### config.mk
export PLATFORM = sky130hd
export DESIGN_NAME = directional_earth_fault_stage_logic
export DESIGN_NICKNAME = d
export VERILOG_FILES = /design/src/def_stage_pkg.sv /design/src/directional_earth_fault_stage_logic.sv /design/src/stage_timer.sv
export SDC_FILE = /design/constraint.sdc
export NUM_CORES = 1
export LEC_CHECK = 0
export BUFFER_PORTS_ARGS = -buffer_cell sky130_fd_sc_hd__clkbuf_2
export CAP_MARGIN = 20
export CORE_MARGIN = 4
export CORE_UTILIZATION = 31
export CTS_BUF_LIST = sky130_fd_sc_hd__clkbuf_2
export DETAILED_ROUTE_END_ITERATION = 7
export PLACE_DENSITY_LB_ADDON = 0.05
export SLEW_MARGIN = 20
export SYNTH_ARGS = -nofsm -noshare
export SYNTH_HDL_FRONTEND = slang
export SYNTH_SLANG_ARGS = --single-unit
### constraint.sdc
create_clock -name clk_sys -period 8.9 [get_ports clk_sys]
set_input_delay 1.78 -clock clk_sys [delete_from_list [all_inputs] [get_ports clk_sys]]
set_output_delay 1.78 -clock clk_sys [all_outputs]
set_load 0.02 [all_outputs]
### src/def_stage_pkg.sv
// shared constants, register map and carrier types of the earth-fault stage logic
package def_stage_pkg;

	localparam int CLK_PERIOD_NS = 10;
	localparam int TICK_BASE_NS = 10_000_000;
	localparam int TICK_BASE_CYCLES = TICK_BASE_NS / CLK_PERIOD_NS;
	localparam logic [3:0] LONG_RANGE_FACTOR = 4'hA;

	localparam logic [7:0] ADDR_FRONT_SW = 8'h00;
	localparam logic [7:0] ADDR_IND_SW = 8'h04;
	localparam logic [7:0] ADDR_BOARD_SW = 8'h08;
	localparam logic [7:0] ADDR_LOW_START = 8'h0C;
	localparam logic [7:0] ADDR_LOW_TIME = 8'h10;
	localparam logic [7:0] ADDR_HIGH_START = 8'h14;
	localparam logic [7:0] ADDR_HIGH_TIME = 8'h18;
	localparam logic [7:0] ADDR_COMMAND = 8'h1C;
	localparam logic [7:0] ADDR_STATUS = 8'h20;

	localparam int FSW_HIGH_REVERSE = 0;
	localparam int FSW_REMOTE_CHAR = 1;
	localparam int FSW_LOCAL_COSINE = 2;
	localparam int FSW_LATCH = 3;
	localparam int FSW_LOW_LONG = 4;
	localparam int FSW_HIGH_FINE = 5;
	localparam int FSW_UREF_LO = 6;
	localparam int FSW_UREF_HI = 7;

	localparam int ISW_LOW_START = 0;
	localparam int ISW_LOW_TRIP = 1;
	localparam int ISW_HIGH_START = 2;
	localparam int ISW_HIGH_TRIP = 3;

	localparam int BSW_LOW_BLOCK = 0;
	localparam int BSW_HIGH_BLOCK = 3;
	localparam int BSW_RI0_LOW = 6;
	localparam int BSW_RI0_HIGH = 7;
	localparam int BSW_RI1_LOW = 8;
	localparam int BSW_RI1_HIGH = 9;

	localparam int CMD_IND_RESET_A = 0;
	localparam int CMD_IND_RESET_B = 1;

	localparam logic [7:0] FRONT_SW_RESET = 8'h00;
	localparam logic [3:0] IND_SW_RESET = 4'h0;
	localparam logic [9:0] BOARD_SW_RESET = 10'h000;
	localparam logic [15:0] LOW_START_RESET = 16'h0064;
	localparam logic [15:0] LOW_TIME_RESET = 16'h000A;
	localparam logic [15:0] HIGH_START_RESET = 16'hFFFF;
	localparam logic [15:0] HIGH_TIME_RESET = 16'h000A;
	localparam logic [15:0] THRESHOLD_INFINITE = 16'hFFFF;
	localparam logic [2:0] FINE_RANGE_DIVISOR = 3'h5;

	localparam logic [15:0] UREF_0 = 16'h0100;
	localparam logic [15:0] UREF_1 = 16'h0200;
	localparam logic [15:0] UREF_2 = 16'h0400;
	localparam logic [15:0] UREF_3 = 16'h0800;

	localparam logic [1:0] RESP_OKAY = 2'h0;
	localparam logic [1:0] RESP_SLVERR = 2'h2;

	typedef struct packed {
		logic start;
		logic trip;
	} stage_out_t;

	typedef struct packed {
		logic yellow;
		logic red;
	} indicator_t;

endpackage

### src/directional_earth_fault_stage_logic.sv
// two-stage directional neutral overcurrent decision logic with AXI4-Lite settings
`timescale 1ns/1ps
// Overview of operation
// stage starts only while current component and residual voltage both exceed thresholds
// start held for operate time also raises that stage's trip
// indicator shows yellow on start and turns red on trip
// indicators self-reset or manual; manual cleared by reset button or command a/b
// active low-stage block suppresses low-set tripping
// active high-stage block suppresses high-set tripping
// board switches route external block inputs onto the two stage blocks
// board switches choose which starts drive the reclose initiation outputs
// front bit 1 sets high-set direction; low-set works forward only
// front bits 7 and 8 pick one of four voltage thresholds
// with front bit 2 clear, front bit 3 picks active or reactive component
// with front bit 2 set, the external characteristic input decides instead
// external input 0 picks reactive, 1 picks active component
// front bit 5 picks the low-set operate time range
// front bit 6 picks high-set threshold range 5..40% or 1..8%
// infinite high-set threshold disables that stage completely
// with latching on, trip stays after its cause has gone
// latched trips clear on step plus reset buttons or command a/b
// indicator function switches hold self or manual reset per indicator
// front bit 5 clear gives short range, set gives tenfold range
// manual start indicator stays lit after stage recovers until reset
// indicators never influence start or trip behaviour
// operate timer restarts from zero when start drops early
// without latching, trip drops as soon as start drops
module directional_earth_fault_stage_logic
	import def_stage_pkg::*;
#(
	parameter int TICK_CYCLES = TICK_BASE_CYCLES
)
(
	input  wire logic               clk_sys,
	input  wire logic               reset,
	input  wire logic        [31:0] s_axi_awaddr,
	input  wire logic               s_axi_awvalid,
	output logic                    s_axi_awready,
	input  wire logic        [31:0] s_axi_wdata,
	input  wire logic        [3:0]  s_axi_wstrb,
	input  wire logic               s_axi_wvalid,
	output logic                    s_axi_wready,
	output logic             [1:0]  s_axi_bresp,
	output logic                    s_axi_bvalid,
	input  wire logic               s_axi_bready,
	input  wire logic        [31:0] s_axi_araddr,
	input  wire logic               s_axi_arvalid,
	output logic                    s_axi_arready,
	output logic             [31:0] s_axi_rdata,
	output logic             [1:0]  s_axi_rresp,
	output logic                    s_axi_rvalid,
	input  wire logic               s_axi_rready,
	input  wire logic signed [15:0] activeCurrent,
	input  wire logic signed [15:0] reactiveCurrent,
	input  wire logic        [15:0] residualVoltage,
	input  wire logic        [2:0]  external_block_inputs,
	input  wire logic               characteristic_select_in,
	input  wire logic               resetButton,
	input  wire logic               stepButton,
	output stage_out_t              lowStage,
	output stage_out_t              highStage,
	output indicator_t              lowIndicator,
	output indicator_t              highIndicator,
	output logic             [1:0]  reclose_initiation_outputs
);

	logic [7:0]  front_switch_bank_r;
	logic [3:0]  indicator_function_switches_r;
	logic [9:0]  board_config_switches_r;
	logic [15:0] lowStartThr_r;
	logic [15:0] lowTime_r;
	logic [15:0] highStartThr_r;
	logic [15:0] highTime_r;

	logic [7:0]  awAddr_r;
	logic        awHeld_r;
	logic [31:0] wData_r;
	logic [3:0]  wStrb_r;
	logic        wHeld_r;
	logic        doWrite;
	logic        writeMapped;
	logic [7:0]  rdAddr;
	logic [31:0] rdValue;
	logic        rdMapped;
	logic        cmdResetA;
	logic        cmdResetB;

	logic [31:0] baseCount_r;
	logic        baseTick;
	logic [3:0]  decade_r;
	logic        longTick;
	logic        lowTick;

	logic               useCosine;
	logic signed [15:0] component;
	logic        [15:0] uRef;
	logic               voltageOk;
	logic        [15:0] highThr;
	logic               highDisabled;
	logic               lowStartCond;
	logic               highStartCond;
	logic               low_stage_block;
	logic               high_stage_block;
	logic               low_stage_trip;
	logic               high_stage_trip;
	logic               indClear;
	logic               latchClear;
	logic [3:0]         indMem_r;
	logic [3:0]         indLive;
	logic [3:0]         indLit;

	// true when the signed measured value lies strictly above an unsigned threshold
	function automatic logic exceeds(input logic signed [15:0] value, input logic [15:0] thr);
		logic signed [17:0] v;
		logic signed [17:0] t;
		v = {{2{value[15]}}, value};
		t = {2'b00, thr};
		exceeds = (v > t);
	endfunction

	// merges the byte lanes that the write strobe enables into an old register value
	function automatic logic [31:0] mergeBytes(input logic [31:0] old, input logic [31:0] data,
		input logic [3:0] strb);
		logic [31:0] res;
		res = old;
		for (int i = 0; i < 4; i++)
		begin
			if (strb[i])
				res[i*8 +: 8] = data[i*8 +: 8];
		end
		mergeBytes = res;
	endfunction

	// write path: address and data are accepted in either order, answered once both are held
	assign s_axi_awready = !awHeld_r && !s_axi_bvalid;
	assign s_axi_wready = !wHeld_r && !s_axi_bvalid;
	assign doWrite = awHeld_r && wHeld_r && !s_axi_bvalid;

	always_comb
	begin
		case (awAddr_r)
			ADDR_FRONT_SW, ADDR_IND_SW, ADDR_BOARD_SW, ADDR_LOW_START, ADDR_LOW_TIME,
			ADDR_HIGH_START, ADDR_HIGH_TIME, ADDR_COMMAND: writeMapped = 1'b1;
			default: writeMapped = 1'b0;
		endcase
	end

	always_ff @(posedge clk_sys or posedge reset)
	begin
		if (reset)
		begin
			awHeld_r <= 1'b0;
			awAddr_r <= 8'h00;
		end
		else if (s_axi_awvalid && s_axi_awready)
		begin
			awHeld_r <= 1'b1;
			awAddr_r <= {s_axi_awaddr[7:2], 2'b00};
		end
		else if (doWrite)
			awHeld_r <= 1'b0;
	end

	always_ff @(posedge clk_sys or posedge reset)
	begin
		if (reset)
		begin
			wHeld_r <= 1'b0;
			wData_r <= 32'h00000000;
			wStrb_r <= 4'h0;
		end
		else if (s_axi_wvalid && s_axi_wready)
		begin
			wHeld_r <= 1'b1;
			wData_r <= s_axi_wdata;
			wStrb_r <= s_axi_wstrb;
		end
		else if (doWrite)
			wHeld_r <= 1'b0;
	end

	always_ff @(posedge clk_sys or posedge reset)
	begin
		if (reset)
		begin
			s_axi_bvalid <= 1'b0;
			s_axi_bresp <= RESP_OKAY;
		end
		else if (doWrite)
		begin
			s_axi_bvalid <= 1'b1;
			s_axi_bresp <= writeMapped ? RESP_OKAY : RESP_SLVERR;
		end
		else if (s_axi_bready)
			s_axi_bvalid <= 1'b0;
	end

	always_ff @(posedge clk_sys or posedge reset)
	begin
		if (reset)
		begin
			front_switch_bank_r <= FRONT_SW_RESET;
			indicator_function_switches_r <= IND_SW_RESET;
			board_config_switches_r <= BOARD_SW_RESET;
			lowStartThr_r <= LOW_START_RESET;
			lowTime_r <= LOW_TIME_RESET;
			highStartThr_r <= HIGH_START_RESET;
			highTime_r <= HIGH_TIME_RESET;
		end
		else if (doWrite)
		begin
			case (awAddr_r)
				ADDR_FRONT_SW: front_switch_bank_r <=
					8'(mergeBytes({24'h000000, front_switch_bank_r}, wData_r, wStrb_r));
				ADDR_IND_SW: indicator_function_switches_r <=
					4'(mergeBytes({28'h0000000, indicator_function_switches_r}, wData_r, wStrb_r));
				ADDR_BOARD_SW: board_config_switches_r <=
					10'(mergeBytes({22'h000000, board_config_switches_r}, wData_r, wStrb_r));
				ADDR_LOW_START: lowStartThr_r <=
					16'(mergeBytes({16'h0000, lowStartThr_r}, wData_r, wStrb_r));
				ADDR_LOW_TIME: lowTime_r <= 16'(mergeBytes({16'h0000, lowTime_r}, wData_r, wStrb_r));
				ADDR_HIGH_START: highStartThr_r <=
					16'(mergeBytes({16'h0000, highStartThr_r}, wData_r, wStrb_r));
				ADDR_HIGH_TIME: highTime_r <=
					16'(mergeBytes({16'h0000, highTime_r}, wData_r, wStrb_r));
				default: ;
			endcase
		end
	end

	// serial indicator-reset commands are one-cycle pulses; the command word itself is not stored
	assign cmdResetA = doWrite && (awAddr_r == ADDR_COMMAND) && wStrb_r[0]
		&& wData_r[CMD_IND_RESET_A];
	assign cmdResetB = doWrite && (awAddr_r == ADDR_COMMAND) && wStrb_r[0]
		&& wData_r[CMD_IND_RESET_B];

	// read path: one read at a time, data one cycle after the address is taken
	assign s_axi_arready = !s_axi_rvalid;
	assign rdAddr = {s_axi_araddr[7:2], 2'b00};

	always_comb
	begin
		rdMapped = 1'b1;
		case (rdAddr)
			ADDR_FRONT_SW: rdValue = {24'h000000, front_switch_bank_r};
			ADDR_IND_SW: rdValue = {28'h0000000, indicator_function_switches_r};
			ADDR_BOARD_SW: rdValue = {22'h000000, board_config_switches_r};
			ADDR_LOW_START: rdValue = {16'h0000, lowStartThr_r};
			ADDR_LOW_TIME: rdValue = {16'h0000, lowTime_r};
			ADDR_HIGH_START: rdValue = {16'h0000, highStartThr_r};
			ADDR_HIGH_TIME: rdValue = {16'h0000, highTime_r};
			ADDR_COMMAND: rdValue = 32'h00000000;
			ADDR_STATUS: rdValue = {22'h000000, reclose_initiation_outputs,
				lowIndicator, highIndicator, lowStage, highStage};
			default:
			begin
				rdValue = 32'h00000000;
				rdMapped = 1'b0;
			end
		endcase
	end

	always_ff @(posedge clk_sys or posedge reset)
	begin
		if (reset)
		begin
			s_axi_rvalid <= 1'b0;
			s_axi_rdata <= 32'h00000000;
			s_axi_rresp <= RESP_OKAY;
		end
		else if (s_axi_arvalid && s_axi_arready)
		begin
			s_axi_rvalid <= 1'b1;
			s_axi_rdata <= rdValue;
			s_axi_rresp <= rdMapped ? RESP_OKAY : RESP_SLVERR;
		end
		else if (s_axi_rready)
			s_axi_rvalid <= 1'b0;
	end

	// time base: one base tick, and a tenfold slower tick for the long low-set range
	assign baseTick = (baseCount_r == 32'(TICK_CYCLES - 1));
	assign longTick = baseTick && (decade_r == LONG_RANGE_FACTOR - 4'h1);
	assign lowTick = front_switch_bank_r[FSW_LOW_LONG] ? longTick : baseTick;

	always_ff @(posedge clk_sys or posedge reset)
	begin
		if (reset)
			baseCount_r <= 32'h00000000;
		else if (baseTick)
			baseCount_r <= 32'h00000000;
		else
			baseCount_r <= baseCount_r + 32'h00000001;
	end

	always_ff @(posedge clk_sys or posedge reset)
	begin
		if (reset)
			decade_r <= 4'h0;
		else if (longTick)
			decade_r <= 4'h0;
		else if (baseTick)
			decade_r <= decade_r + 4'h1;
	end

	// characteristic choice: local switch unless remote control is selected
	always_comb
	begin
		if (front_switch_bank_r[FSW_REMOTE_CHAR])
			useCosine = characteristic_select_in;
		else
			useCosine = front_switch_bank_r[FSW_LOCAL_COSINE];
		component = useCosine ? activeCurrent : reactiveCurrent;
	end

	always_comb
	begin
		case (front_switch_bank_r[FSW_UREF_HI:FSW_UREF_LO])
			2'h0: uRef = UREF_0;
			2'h1: uRef = UREF_1;
			2'h2: uRef = UREF_2;
			default: uRef = UREF_3;
		endcase
	end

	assign voltageOk = (residualVoltage > uRef);
	// fine range maps the same setting codes to one fifth of their value, 5..40 onto 1..8
	assign highThr = front_switch_bank_r[FSW_HIGH_FINE]
		? highStartThr_r / {13'h0000, FINE_RANGE_DIVISOR} : highStartThr_r;
	assign highDisabled = (highStartThr_r == THRESHOLD_INFINITE);

	assign lowStartCond = exceeds(component, lowStartThr_r) && voltageOk;
	assign highStartCond = !highDisabled && voltageOk
		&& (front_switch_bank_r[FSW_HIGH_REVERSE]
			? exceeds(16'(-component), highThr) : exceeds(component, highThr));

	assign low_stage_block = |(external_block_inputs
		& board_config_switches_r[BSW_LOW_BLOCK +: 3]);
	assign high_stage_block = |(external_block_inputs
		& board_config_switches_r[BSW_HIGH_BLOCK +: 3]);

	assign latchClear = (stepButton && resetButton) || cmdResetA || cmdResetB;
	assign indClear = resetButton || cmdResetA || cmdResetB;

	stage_timer lowTimer
	(
		.clk_sys     (clk_sys),
		.reset       (reset),
		.tickPulse   (lowTick),
		.startCond   (lowStartCond),
		.block       (low_stage_block),
		.latchEn     (front_switch_bank_r[FSW_LATCH]),
		.latchClear  (latchClear),
		.timeSetting (lowTime_r),
		.trip        (low_stage_trip)
	);

	stage_timer highTimer
	(
		.clk_sys     (clk_sys),
		.reset       (reset),
		.tickPulse   (baseTick),
		.startCond   (highStartCond),
		.block       (high_stage_block),
		.latchEn     (front_switch_bank_r[FSW_LATCH]),
		.latchClear  (latchClear),
		.timeSetting (highTime_r),
		.trip        (high_stage_trip)
	);

	always_ff @(posedge clk_sys or posedge reset)
	begin
		if (reset)
		begin
			lowStage <= '0;
			highStage <= '0;
		end
		else
		begin
			lowStage <= '{start: lowStartCond, trip: low_stage_trip};
			highStage <= '{start: highStartCond, trip: high_stage_trip};
		end
	end

	always_ff @(posedge clk_sys or posedge reset)
	begin
		if (reset)
			reclose_initiation_outputs <= 2'b00;
		else
		begin
			reclose_initiation_outputs[0] <=
				(board_config_switches_r[BSW_RI0_LOW] && lowStartCond)
				|| (board_config_switches_r[BSW_RI0_HIGH] && highStartCond);
			reclose_initiation_outputs[1] <=
				(board_config_switches_r[BSW_RI1_LOW] && lowStartCond)
				|| (board_config_switches_r[BSW_RI1_HIGH] && highStartCond);
		end
	end

	// indicator order: low start, low trip, high start, high trip, as in the function switches
	assign indLive = {high_stage_trip, highStartCond, low_stage_trip, lowStartCond};

	// memory only matters for manual indicators; a new event wins over a clear in the same cycle
	always_ff @(posedge clk_sys or posedge reset)
	begin
		if (reset)
			indMem_r <= 4'h0;
		else
			indMem_r <= indLive | (indMem_r & {4{!indClear}});
	end

	assign indLit = (indicator_function_switches_r & indMem_r)
		| (~indicator_function_switches_r & indLive);

	// indicators are outputs only; nothing here feeds back into the stage decisions
	always_ff @(posedge clk_sys or posedge reset)
	begin
		if (reset)
		begin
			lowIndicator <= '0;
			highIndicator <= '0;
		end
		else
		begin
			lowIndicator <= '{yellow: indLit[ISW_LOW_START] && !indLit[ISW_LOW_TRIP],
				red: indLit[ISW_LOW_TRIP]};
			highIndicator <= '{yellow: indLit[ISW_HIGH_START] && !indLit[ISW_HIGH_TRIP],
				red: indLit[ISW_HIGH_TRIP]};
		end
	end

endmodule // directional_earth_fault_stage_logic

### src/stage_timer.sv
// operate timer and trip latch of one protection stage
`timescale 1ns/1ps
module stage_timer
	import def_stage_pkg::*;
(
	input  wire logic        clk_sys,
	input  wire logic        reset,
	input  wire logic        tickPulse,
	input  wire logic        startCond,
	input  wire logic        block,
	input  wire logic        latchEn,
	input  wire logic        latchClear,
	input  wire logic [15:0] timeSetting,
	output logic             trip
);

	logic [15:0] ticks_r;
	logic        expired;
	logic        tripRaw;
	logic        latched_r;

	assign expired = (ticks_r >= timeSetting);
	assign tripRaw = startCond && expired && !block;

	always_ff @(posedge clk_sys or posedge reset)
	begin
		if (reset)
			ticks_r <= 16'h0000;
		else if (!startCond)
			ticks_r <= 16'h0000;
		else if (tickPulse && !expired)
			ticks_r <= ticks_r + 16'h0001;
	end

	// a new trip wins over a clear arriving in the same cycle
	always_ff @(posedge clk_sys or posedge reset)
	begin
		if (reset)
			latched_r <= 1'b0;
		else
			latched_r <= (tripRaw && latchEn) || (latched_r && !latchClear);
	end

	always_ff @(posedge clk_sys or posedge reset)
	begin
		if (reset)
			trip <= 1'b0;
		else
			trip <= tripRaw || latched_r;
	end

endmodule // stage_timer

Word level (Yosys, flattened, before mapping)
Memory sizes are Yosys's and may differ from the RTL's.
Cells that the tools add are included.
Storage, ports and cells
  memories kept: 1
  input bits: 161
  logic and storage cells: 187
  bits in read-only memories: 32
  output and inout port bits: 51
  register bits after elaboration: 236
Operators by class
  $add $sub $neg: 5
  equal/unequal tests: 22
  reduce and logical (&&, ||, !) cells: 79
  div/mod/pow operators: 1
  magnitude comparators: 6
  bitwise gates (word level): 8
  muxes and demuxes: 25
Memory list
  (no name shown): depth 32, width 1, rd ports 1, clocked after Yosys merged registers in 0, write ports 0, line directional_earth_fault_stage_logic.sv:141  | case (awAddr_r)
Operators by type and width (number)
  $pmux W16 S8: 1
  $mux W16: 6
  $gt A16 B17 Y1: 3
  $eq A6 B3 Y1 const B: 8
  $pmux W12 S3: 1
  $reduce_and A3 Y1: 12
  $add A16 B1 Y16 const B: 2
  $add A32 B1 Y32 const B: 1
  $eq A32 B20 Y1 const B: 1
  $ge A16 B16 Y1: 2
  $logic_and A1 B1 Y1: 32
  $mux W32: 1
  $eq A6 B2 Y1 const B: 4
  $div A16 B3 Y16 const B: 1
  $eq A16 B16 Y1 const B: 1
  $gt A16 B16 Y1: 1
  $logic_not A8 Y1: 2
  $neg A16 Y16: 1
  $logic_not A1 Y1: 13
  $and A4 B4 Y4: 3
  $eq A6 B1 Y1 const B: 2
  $mux W1: 12
  $logic_or A1 B1 Y1: 10
  $reduce_bool A2 Y1: 5
  other kinds (15): 21

Longest topological paths before layout
  word-level depth: 10
  gate-level depth with buffers: 42
  gate-level depth less buffers: 36

Modules after synthesis
A second synthesis with hierarchy kept.
Second synthesis, totals
  cell total of the unflattened synthesis: 1570
  area, all modules: 14904.3 um^2
Modules (own cells, without submodules)
  directional_earth_fault_stage_logic: area an instance 12114.1 um^2, times used 1, sequential area each 4583.1 um^2, cells each 1260
  stage_timer: area an instance 1395.1 um^2, times used 2, sequential area each 450.4 um^2, cells each 155

Worst setup path after synthesis
OpenSTA, ideal clock, no wires.
  path kind: register to register
  start: reg highStartThr_r[13]
  end: reg highTimer.ticks_r[0]
  required time: 8.768 ns
  cell stages (with the launch flop): 38
  setup time: 0.132 ns
  period minus slack after synthesis: 7.454 ns
  buffers on the path: 4
  slack: 1.446 ns
  arrival: 7.323 ns
  cell sequence: dfstp_2 > buf_6 > or3b_1 > a31oi_1 > nor3_1 > o21a_1 > a21boi_1 > a2111oi_1 > nand2_1 > o221a_1 > and3_1 > or3_4 > nand2_2 > buf_6 > nor2_1 > nor4_4 > and2_4 > ha_1 > [2 not listed] > a311o_1 > ha_1 > nor2b_1 > o21a_1 > o21a_1 > o21ai_0 > a21oi_1 > o31a_1 > o21a_1 > o21a_1 > o21a_1 > o21a_1 > o21a_1 > o21ai_0 > a211o_1 > clkbuf_1 > clkbuf_1 > nor2_1
On the way
  word-level cells in the longest chain between the ends: 6
  elaborated cells between the ends (all ways): 11
  those cells by class: div: 1; order compare: 2; eq/ne: 2; mux: 3; reduce/logical: 3
RTL lines
  start: declaration: line directional_earth_fault_stage_logic.sv:72  | logic [15:0] highStartThr_r;
  start signal: assignment: line directional_earth_fault_stage_logic.sv:222  | ADDR_HIGH_START: highStartThr_r <=
  $div A16 B3 Y16: line directional_earth_fault_stage_logic.sv:329  | ? highStartThr_r / {13'h0000, FINE_RANGE_DIVISOR} : highStartThr_r;
  $mux W16: line directional_earth_fault_stage_logic.sv:329
  $gt A16 B17 Y1: line directional_earth_fault_stage_logic.sv:118  | exceeds = (v > t);
  $mux W1: line directional_earth_fault_stage_logic.sv:335  | ? exceeds(16'(-component), highThr) : exceeds(component, highThr));
  $logic_and A1 B1 Y1 (*): line directional_earth_fault_stage_logic.sv:334  | && (front_switch_bank_r[FSW_HIGH_REVERSE]
  $ne A2 B1 Y1 (no source line) or $mux W16 (tied branches)
  end signal: assignment: line stage_timer.sv:32  | ticks_r <= ticks_r + 16'h0001;
  end: declaration: line stage_timer.sv:17  | logic [15:0] ticks_r;
Every way passes the cells marked *; elsewhere a longest branch is shown, timed or not.
A chain may end at the register's enable or synchronous reset.

Worst setup path in the final report
  start: reg highStartThr_r[15]
  end: reg highTimer.ticks_r[4]
Same word-level chain as after synthesis.

==> flow_summary.toml <==
[status]
status = "finished, final reports clean"

[floorplanning]
row_count = 80
die-area_mm2 = 0.0517
coreArea_mm2 = 0.0476
io_pins = 212
die_y_um = 227
start_util_pct = 31.3
die-width_um = 227

[logic_synthesis]
synthArstFlopShare_pct = 100
ys_seq_area_share_pct = 36.7
ys.flop_type = "dfrtp_1"
synth_mux_area_share_pct = 7.70
synthTopCellsByCount = "dfrtp_1 (195), nand2_1 (174), o21ai_0 (136), ha_1 (93), nor2_1 (88)"
synth_top_area_cell = "dfrtp_1"
synth_compound_gate_area_share_pct = 20.4
synth_top_area_share_pct = 32.7
synthSimpleGateAreaFrac_pct = 18.5
ys_top_cells_by_area = "dfrtp_1 (33%), ha_1 (7.8%), mux2_2 (5.1%), o21ai_0 (4.6%), nand2_1 (4.4%)"
synth.avg_cell_area_um2 = 9.08
synth_adder_area_share_pct = 8.01
ys_ff_latch = 218
syn_area_mm2 = 0.0149
synth_most_common_cell = "dfrtp_1"
synth_top_family_by_area = "compound AO/OA/AOI/OAI gates"
yosysUniqueCellTypes = 112
synth_cells = 1643
synth_edf_count = 0
synthXorXnorAreaFrac_pct = 2.88
synth_warnings = 0

[pwr]
vdd_ir_drop_max_mv = 0.277
leakage_nw = 7.32
pwr_density_cell_mw_per_mm2 = 377
p_int_mw = 3.24
clockPowerShare_pct = 10.8
p_switching_mw = 3.21
p_seq_share_pct = 24.6
swShare_pct = 49.7
total_power_mw = 6.45
pwr-share-comb_pct = 64.7

[clock_network]
numCtsBuffers = 59
clk_pin_slew_ns = 0.11
clkLatencyLatePin_ns = 0.94
clock_sinks = 218
cts_tree = "yes"
cts_root_buffer = "clkbuf_2"
clockBufferDepth = 3
htreeDepth = 2

[drt]
vias = 13000
viasPerCell = 5.29
avgRoutedWirePerCell_um = 20.0
dr.pass1.iters = 6
routed_wl_mm = 49.0
drc = 0
drtIter0Drc = 758
antenna_left = 0

[timing]
setup_slack_ns = 0.338
final.setup.tns_ns = 0
skew_ns = 0.0885
period_share_pct = 96.2
setup_violations = 0
holdWs_ns = 0.343
slew_viol_final = 0
max_slew_margin_pct = 24.1
finalHoldViolations = 0
period_minus_slack_ns = 8.56
tightest_slew_ns = 1.13
maxClockFrequency_mhz = 117

[min_path]
min_path_type = "flop to flop"
hold_depth = 0

[setup_path]
crit_slowest_cell = "dfstp_4"
crit_top_cell = "o21a_1"
slowest_delay_ns = 0.73
crit_type = "flop to flop"
crit_family = "compound AO/OA/AOI/OAI gates"
critical_path_buf_inv_count = 2
worstPathRequired_ns = 9.66
cp-start-kind = "flop"
crit_fanout = 19
reg2regPathDepth = 36
cp-end-kind = "flop"
arrival_ns = 9.32
crit_cells = 36

[global_routing]
grt-ovfl-total = 0
antenna_found_initial = 3
grt_pass1_vias = 12800
grt_pass1_wl_mm = 75.1
track_usage_pct = 18.6
grt_max_degree = 114

[placed_design]
gp_congestion = 0.875
port_buffers = 123
dpl_worst_slack_ns = 0.0999
post-dp-hpwl_mm = 36.4

[layout]
drive_above_1_share_pct = 23.8
ff_latch_area_mm2 = 0.00551
fin_nets = 2048
nFillCells = 4971
syn_to_final_growth_pct = 14.5
multiInputGateArea_mm2 = 0.00893
final_util_pct = 35.9

[job]
cap_violations = 0
==> per-layer routing <==
layer	vias up	track usage [%]	routed length (um)	share of wire [%]
met4	0	5.41	1220	2.5
met5	-	0	0	0
met3	84	2.46	1950	4.0
li1	6332	-	-	-
met1	6259	24.7	21800	44
met2	297	31.7	24100	49
==> cell families (layout without fill, tap and decap cells) <==
| logic type | after synthesis | count (layout) |
|---|---|---|
| compound gates | 447 | 447 |
| xor+xnor | 49 | 49 |
| fa+ha+maj | 96 | 96 |
| buf+inv | 192 | 366 |
| flops | 218 | 218 |
| mux | 105 | 105 |
| other cells | 1 | 21 |
| simple gates | 535 | 535 |
==> final cells by class <==
type                       instances  share of cell area (%)
multi-input combinational       1250                    52.3
antenna                            3                  0.0439
timing repair buffer             175                    6.11
tap                              615                    4.50
inverter                          90                    2.02
sequential                       218                    32.2
clock inverter                    15                   0.337
clock buffer                      86                    2.52
==> state kept, by name (all words and copies together), names as in the netlist, 4 cells and up <==
name and flops:
lowTime_r 16, lowTimer.ticks_r 16, wData_r 16, highTimer.ticks_r 16, front_switch_bank_r 8, decade_r 4
s_axi_rdata 16, board_config_switches_r 10, indMem_r 4, indicator_function_switches_r 4, awAddr_r 6, highTime_r 16
highStartThr_r 16, baseCount_r 32, lowStartThr_r 16
==> worst paths after layout <==
kind | slack, ns | startpoint | endpoint
hold reg to reg | 0.34 | lowTimer.trip | lowStage[0]
setup reg to reg | 0.34 | highStartThr_r[15] | highTimer.ticks_r[4]
max in group asynchronous | 6.49 | reset | board_config_switches_r[5]
setup / recovery | 0.34 | highStartThr_r[15] | highTimer.ticks_r[4]
min in group asynchronous | 1.05 | reset | board_config_switches_r[8]
hold / removal | 0.34 | lowTimer.trip | lowStage[0]
==> power by group through the flow <==
stage	registers [mW]	clock network [mW]	logic, mW
after floorplan	1.40	0	2.79
after global placement	1.61	0	3.69
after detailed placement	1.61	0	3.72
after CTS	1.59	0.743	3.73
after global routing	1.62	0.785	4.58
final	1.58	0.695	4.17
==> per-stage QoR <==
step           instance area, um2  cells
3_3_place_gp                16200   2333
3_5_place_dp                16200   2333
5_1_grt                     17100   2450
6_report                    17100   2452
2_1_floorplan               15000   1660
4_1_cts                     16600   2434
==> placed cells by master (no fill, tap or decap), types with 38 or more instances in the layout <==
cell type  instances
clkbuf_2         209
dfrtp_1          195
nand2_1          172
o21ai_0          134
ha_1              93
inv_1             86
nor2_1            86
a21oi_1           71
mux2_2            68
nand3_1           49
buf_4             47
a21o_1            38
==> repair_timing <==
action	in CTS	in global routing
endpoints found under the setup margin	0	23
hold buffers	0	0
resized for setup	0	59
buffers inserted	0	15
No activity file was read; power rests on OpenSTA's default activity.
